==> config.mk <==
export PLATFORM = sky130hd
export DESIGN_NAME = spm_regs
export DESIGN_NICKNAME = d
export VERILOG_FILES = /design/src/inc/spm_pkg.sv /design/src/spm_regs.sv
export SDC_FILE = /design/constraint.sdc
export NUM_CORES = 1
export LEC_CHECK = 0
export ABC_CLOCK_PERIOD_IN_PS = 2900
export CORE_MARGIN = 5
export CORE_UTILIZATION = 50
export DETAILED_ROUTE_END_ITERATION = 10
export DONT_BUFFER_PORTS = 1
export SLEW_MARGIN = 20
export SYNTH_ARGS = -nofsm -noshare
export SYNTH_HDL_FRONTEND = slang
export SYNTH_SLANG_ARGS = --single-unit
==> constraint.sdc <==
create_clock -name clk -period 2.9 [get_ports clk]
set_clock_uncertainty 0.1 [all_clocks]
set_input_delay 0.145 -clock clk [delete_from_list [all_inputs] [get_ports clk]]
set_output_delay 0.145 -clock clk [all_outputs]
set_load 0.05 [all_outputs]
==> src/inc/spm_pkg.sv <==
/*
 * Constants, field positions and types for the secondary bus power
 * management register bank.
 * Assumes a byte-wide configuration access port inside the bridge.
 */
package spm_pkg;

	// ==========================================================
	// Register offsets (byte addresses in configuration space)
	localparam logic [7:0] SPM_OFF_CAP_LO = 8'he2;
	localparam logic [7:0] SPM_OFF_CAP_HI = 8'he3;
	localparam logic [7:0] SPM_OFF_PCS_LO = 8'he4;
	localparam logic [7:0] SPM_OFF_PCS_HI = 8'he5;
	localparam logic [7:0] SPM_OFF_BPE = 8'he6;
	localparam logic [7:0] SPM_OFF_DATA = 8'he7;
	localparam logic [7:0] SPM_OFF_RSV_FIRST = 8'he8;
	localparam logic [7:0] SPM_OFF_UNLOCK = 8'h90;
	localparam int SPM_UNLOCK_BIT = 5;

	// ==========================================================
	// Field positions
	localparam int SPM_CAP_CLK_BIT = 3;
	localparam int SPM_CAP_WAKE_LSB = 11;
	localparam int SPM_PCS_STATUS_BIT = 15;
	localparam int SPM_PCS_SCALE_LSB = 13;
	localparam int SPM_PCS_SEL_LSB = 9;
	localparam int SPM_PCS_EN_BIT = 8;
	localparam int SPM_BPE_ENABLE_BIT = 7;
	localparam int SPM_BPE_B2B3_BIT = 6;

	// ==========================================================
	// Reset values
	localparam logic [2:0] SPM_VERSION_RST = 3'h1;
	localparam logic [4:0] SPM_WAKE_CAP_RST = 5'h00;
	localparam logic [1:0] SPM_SCALE_RST = 2'h0;
	localparam logic [3:0] SPM_SEL_RST = 4'h0;
	localparam logic [7:0] SPM_BPE_RST = 8'h00;
	localparam logic [7:0] SPM_DATA_RST = 8'h00;
	localparam logic [7:0] SPM_RSV_VALUE = 8'h00;

	typedef enum logic [1:0] {
		SPM_D0 = 2'h0,
		SPM_D1 = 2'h1,
		SPM_D2 = 2'h2,
		SPM_D3HOT = 2'h3
	} spm_pstate_t;

	// Secondary bus condition: B0 full on, B2 clock stopped, B3 power off
	typedef struct packed {
		logic bus_power_off;
		logic bus_clock_stop;
	} spm_bus_ctl_t;

	typedef struct packed {
		logic wr;
		logic rd;
		logic [7:0] addr;
		logic [7:0] wdata;
	} spm_cfg_req_t;

endpackage

==> src/spm_regs.sv <==
/*
 * Power management register bank for the fast secondary bus of a host
 * bridge: capabilities, control/status, bridge extension and data.
 * Assumes a byte-wide configuration port, single-cycle reads, and the
 * unlock bit (bit 5 of index 90h) supplied as an input from elsewhere.
 */
module spm_regs
	import spm_pkg::*;
#(
	parameter logic WAKE_NO_CLOCK = 1'b0,
	parameter logic D1_SUPPORTED = 1'b0,
	parameter logic D2_SUPPORTED = 1'b0
) (
	input wire logic clk,
	input wire logic reset,
	input wire spm_cfg_req_t cfg_req,
	output logic [7:0] cfg_rdata,
	output logic cfg_hit,
	input wire logic unlock_reg_bit,
	input wire logic wake_event,
	input wire logic [7:0] data_in,
	output logic [3:0] data_select,
	output logic wake_request_n,
	output spm_pstate_t power_state,
	output spm_bus_ctl_t bus_ctl
);

	// ==========================================================
	// State
	logic [4:0] wake_capable_states;
	logic wake_clock_free;
	logic [2:0] version;
	logic wake_event_pending;
	logic wake_event_enable;
	logic [1:0] data_scale;
	logic [7:0] bridge_power_extensions;
	logic [7:0] power_data_value;
	logic [7:0] read_mux;

	// ==========================================================
	// Decode
	wire unlocked = unlock_reg_bit;
	wire wr_cap_lo = cfg_req.wr && cfg_req.addr == SPM_OFF_CAP_LO && unlocked;
	wire wr_cap_hi = cfg_req.wr && cfg_req.addr == SPM_OFF_CAP_HI && unlocked;
	wire wr_pcs_lo = cfg_req.wr && cfg_req.addr == SPM_OFF_PCS_LO;
	wire wr_pcs_hi = cfg_req.wr && cfg_req.addr == SPM_OFF_PCS_HI;
	wire wr_bpe = cfg_req.wr && cfg_req.addr == SPM_OFF_BPE && unlocked;
	wire wr_data = cfg_req.wr && cfg_req.addr == SPM_OFF_DATA && unlocked;
	wire [1:0] req_state = cfg_req.wdata[1:0];
	// Only D0, D3hot and the optional states that are supported are taken
	wire state_ok = (req_state == SPM_D0) || (req_state == SPM_D3HOT) ||
		(req_state == SPM_D1 && D1_SUPPORTED) || (req_state == SPM_D2 && D2_SUPPORTED);
	wire clear_status = wr_pcs_hi && cfg_req.wdata[SPM_PCS_STATUS_BIT - 8];
	wire bus_ctl_en = bridge_power_extensions[SPM_BPE_ENABLE_BIT];
	wire in_d3hot = power_state == SPM_D3HOT;

	// ==========================================================
	// Capabilities (locked)
	always_ff @(posedge clk) begin
		if (reset) begin
			wake_capable_states <= SPM_WAKE_CAP_RST;
			wake_clock_free <= WAKE_NO_CLOCK;
			version <= SPM_VERSION_RST;
		end else begin
			if (wr_cap_hi) begin
				wake_capable_states <= cfg_req.wdata[7:3];
			end
			if (wr_cap_lo) begin
				wake_clock_free <= cfg_req.wdata[SPM_CAP_CLK_BIT];
				version <= cfg_req.wdata[2:0];
			end
		end
	end

	// ==========================================================
	// Control and status
	always_ff @(posedge clk) begin
		if (reset) begin
			power_state <= SPM_D0;
			wake_event_enable <= 1'b0;
			data_select <= SPM_SEL_RST;
			data_scale <= SPM_SCALE_RST;
		end else begin
			if (wr_pcs_lo && state_ok) begin
				power_state <= spm_pstate_t'(req_state);
			end
			if (wr_pcs_hi) begin
				wake_event_enable <= cfg_req.wdata[SPM_PCS_EN_BIT - 8];
				data_select <= cfg_req.wdata[4:1];
				if (unlocked) begin
					data_scale <= cfg_req.wdata[6:5];
				end
			end
		end
	end

	// Set wins over a clear in the same cycle
	always_ff @(posedge clk) begin
		if (reset) begin
			wake_event_pending <= 1'b0;
		end else if (wake_event) begin
			wake_event_pending <= 1'b1;
		end else if (clear_status) begin
			wake_event_pending <= 1'b0;
		end
	end

	// ==========================================================
	// Bridge extension and data
	always_ff @(posedge clk) begin
		if (reset) begin
			bridge_power_extensions <= SPM_BPE_RST;
			power_data_value <= SPM_DATA_RST;
		end else begin
			if (wr_bpe) begin
				bridge_power_extensions <= {cfg_req.wdata[7:6], 6'h00};
			end
			if (wr_data) begin
				power_data_value <= cfg_req.wdata;
			end else begin
				power_data_value <= data_in;
			end
		end
	end

	// ==========================================================
	// Outputs
	assign wake_request_n = ~(wake_event_pending & wake_event_enable);

	always_ff @(posedge clk) begin
		if (reset) begin
			bus_ctl <= '0;
		end else if (bus_ctl_en && in_d3hot) begin
			bus_ctl.bus_power_off <= ~bridge_power_extensions[SPM_BPE_B2B3_BIT];
			bus_ctl.bus_clock_stop <= bridge_power_extensions[SPM_BPE_B2B3_BIT];
		end else begin
			bus_ctl <= '0;
		end
	end

	// ==========================================================
	// Read path
	always_comb begin
		read_mux = SPM_RSV_VALUE;
		case (cfg_req.addr)
			SPM_OFF_CAP_LO: read_mux = {4'h0, wake_clock_free, version};
			SPM_OFF_CAP_HI: read_mux = {wake_capable_states, 1'b0, D2_SUPPORTED, D1_SUPPORTED};
			SPM_OFF_PCS_LO: read_mux = {6'h00, power_state};
			SPM_OFF_PCS_HI: read_mux = {wake_event_pending, data_scale, data_select, wake_event_enable};
			SPM_OFF_BPE: read_mux = bridge_power_extensions;
			SPM_OFF_DATA: read_mux = power_data_value;
			default: read_mux = SPM_RSV_VALUE;
		endcase
	end

	assign cfg_hit = cfg_req.addr >= SPM_OFF_CAP_LO;

	always_ff @(posedge clk) begin
		if (reset) begin
			cfg_rdata <= SPM_RSV_VALUE;
		end else if (cfg_req.rd) begin
			cfg_rdata <= read_mux;
		end
	end

endmodule

==> results.yml <==
sta:
  rsz0062_at_grt: "false"
  tns_ns: 0
  hold_ws_ns: 0.01648
  max_freq_mhz: 532.5
  layout_min_cycle_time_ns: 1.878
  maxSlewHeadroom_pct: 38.13
  setup_viol: 0
  final_max_slew_viol_count: 0
  hold_violations: 0
  worst_pin_slew_ns: 0.9209
  fin_crit_sh_pct: 64.76
place:
  hpwlAfterDp_um: 3022
  io_buffers: 0
  place.gp.congestion: 0.7959
setup_path:
  r2r_cells: 3
  crit_type: "primary input to register"
  critPathCaptureType: "register"
  startpoint_type: "primary input"
  cp_top_family: "simple AND/OR/NAND/NOR gates"
  worstPathCellList: "nor3b_2 > nand4_2 > mux2i_1 > dlygate4sd3_1 > nor2_1"
  slowest_stage: "dlygate4sd3_1"
  crit_cells: 5
  critPathMaxStageDelay_ns: 0.57
  critPathRequiredTime_ns: 3.02
  critPathMaxFanout: 8
  path_buf_inv: 1
  arrival_ns: 2.00
global_routing:
  grt_max_degree: 30
  antenna_found_initial: 0
  grt_pass1_vias: 1425
  grt_pass1_wl_um: 6837
  gr-total-overflow: 0
  grtUsageTotal_pct: 19.98
cts:
  root_buffer: "clkbuf_4"
  clkSinkCount: 39
  tritoncts: "yes"
  postCtsResizedCells: 0
  cts.path.max_buffers: 2
  htree_levels: 2
  worstSkewPairLatency_ns: 0.34
  numCtsBuffers: 5
  clkTransAtPathRegs_ns: 0.09
  cts_setup_buffers: 0
flow_run:
  maxCapViolations: 0
outcome:
  status: "finished, final reports clean"
synthesis:
  ys_seq_area_share_pct: 45.65
  synth-async-reset-ratio_pct: 0
  syn-num-nets: 204
  synth.most_common_cell: "dfxtp_1"
  synth_area_leaders: "dfxtp_1 (46%), mux2i_1 (16%), nor2_1 (7.2%), a22o_1 (4.6%), mux2_2 (2.6%)"
  syn_area_per_cell_um2: 9.830
  synth_warnings: 0
  synth_top_area_cell: "dfxtp_1"
  synthTopCellsByCount: "dfxtp_1 (39), nor2_1 (33), mux2i_1 (28)"
  synth_cell_types: 31
  syn-instance-count: 174
  synth-main-ff-cell: "dfxtp_1"
  syn_area_um2: 1710
  synth_edf_count: 0
  synth_top_area_share_pct: 45.65
  ys_seq_elements: 39
layout:
  drive_gt1_share_pct: 8.290
  nets: 224
  area_delta_synth_final_pct: 15.51
  n_antenna_cell: 0
  fin_util_pct: 59.21
die:
  coreArea_um2: 3337
  initial_core_util_pct: 51.26
  rows: 21
  die-area_um2: 4690
  ioPinCount: 48
  chipHeight_um: 68.49
  dieWidth_um: 68.49
power:
  powerDensity_nw_per_um2: 436.7
  power_leakage_nw: 0.8675
  comb_power_share_pct: 8.2
  p_sw_uw: 199.7
  peakVddDrop_v: 0.0003005
  clkPwrFrac_pct: 28.2
  p_sw_share_pct: 23.14
  power_frac_seq_pct: 63.6
  cell_internal_pwr_uw: 663.1
routing:
  drc: 0
  drt_pass1_iterations: 4
  drtIter0Drc: 111
  routedWlPerCell_um: 17.72
  totalWireLength_um: 4236
  num_vias: 1408
  viasPerCell: 5.891
  antenna_left: 0
hold_path:
  holdPathStages: 3
  min_path_type: "primary input to register"
==> layout by cell type (no fill, tap or decap), types with 2 or more instances in the layout <==
master          n
a21oi_1         2
dlygate4sd3_1  19
nor2b_1         3
a22o_1          9
nor3_1          4
dfxtp_1        39
mux2i_1        28
mux2_2          4
a22oi_1         5
o311ai_0        2
nand4_1         4
a32o_1          2
nor2_1         33
nand2_1         4
nand4_2         2
inv_1           2
nand3_1         7
o2bb2ai_1       3
clkbuf_4        5
o22ai_1         2
o21ai_0         2
==> what timing repair did <==
item | 4_1_cts | 5_1_grt
hold endpoints to repair | 31 | 0
setup endpoints to repair | 0 | 0
hold buffers | 20 | 0
==> power by group through the flow <==
stage / Combinational, mW / Sequential, mW / Clock (mW)
3_3_place_gp: 0.0387 / 0.561 / 0
3_5_place_dp: 0.0393 / 0.561 / 0
2_1_floorplan: 0.0432 / 0.560 / 0
6_report: 0.0709 / 0.549 / 0.243
5_1_grt: 0.0773 / 0.551 / 0.279
4_1_cts: 0.0714 / 0.549 / 0.251
==> worst min-delay path: stages <==
cell and delay [ns]:
nand4_1 0.11, mux2i_1 0.09, nor2_1 0.07
==> kinds of logic (layout without fill, tap and decap cells) <==
logic type / Yosys count / after routing / share of synthesized area [%]
flops: 39 / 39 / 45.65
simple gates: 63 / 63 / 19.02
mux: 32 / 32 / 19.02
compound gates: 30 / 30 / 13.75
buf+inv: 10 / 29 / 2.561
==> layout make-up <==
class                      instances  area (um2)
sequential                        39       780.7
multi-input combinational        125       885.9
tap                               46       57.56
clock buffer                       6       41.29
inverter                           2       7.507
fill                             303        1361
timing repair buffer              21       202.7
==> state kept, by name (all words and copies together), names as in the netlist <==
signal,count
cfg_rdata,8
power_data_value,8
wake_capable_states,5
data_select,4
version,3
bridge_power_extensions,2
bus_ctl,2
data_scale,2
power_state,2
wake_clock_free,1
wake_event_enable,1
wake_event_pending,1
==> metrics by stage <==
stage	instances	cell area, um2	worst slack [ns]	total power, mW
2_1_floorplan	174	1710	1.518	0.6035
3_3_place_gp	213	1739	1.246	0.6000
3_5_place_dp	213	1739	1.206	0.6008
4_1_cts	239	1981	0.6124	0.8710
5_1_grt	239	1976	0.8699	0.9065
6_report	239	1976	1.022	0.8628
==> routing by layer <==
metal	vias up	track usage [%]	share of wire [%]
met4	0	6.203	1.3
met1	677	25.08	44
li1	679	-	-
met5	-	0	0
met2	42	32.54	48
met3	10	6.076	7.2
==> worst paths after layout <==
kind | startpoint | to | slack, ns
setup / recovery | cfg_req[11] | power_data_value[5]$_SDFF_PP0_ | 1.02
hold / removal | unlock_reg_bit | data_scale[1]$_SDFFE_PP0P_ | 0.02
setup reg to reg | data_select[0]$_SDFFE_PP0P_ | data_select[0]$_SDFFE_PP0P_ | 1.28
hold reg to reg | bridge_power_extensions[6]$_SDFFE_PP0P_ | bus_ctl[0]$_SDFF_PP0_ | 0.38
(Power assumes the default switching activity.)
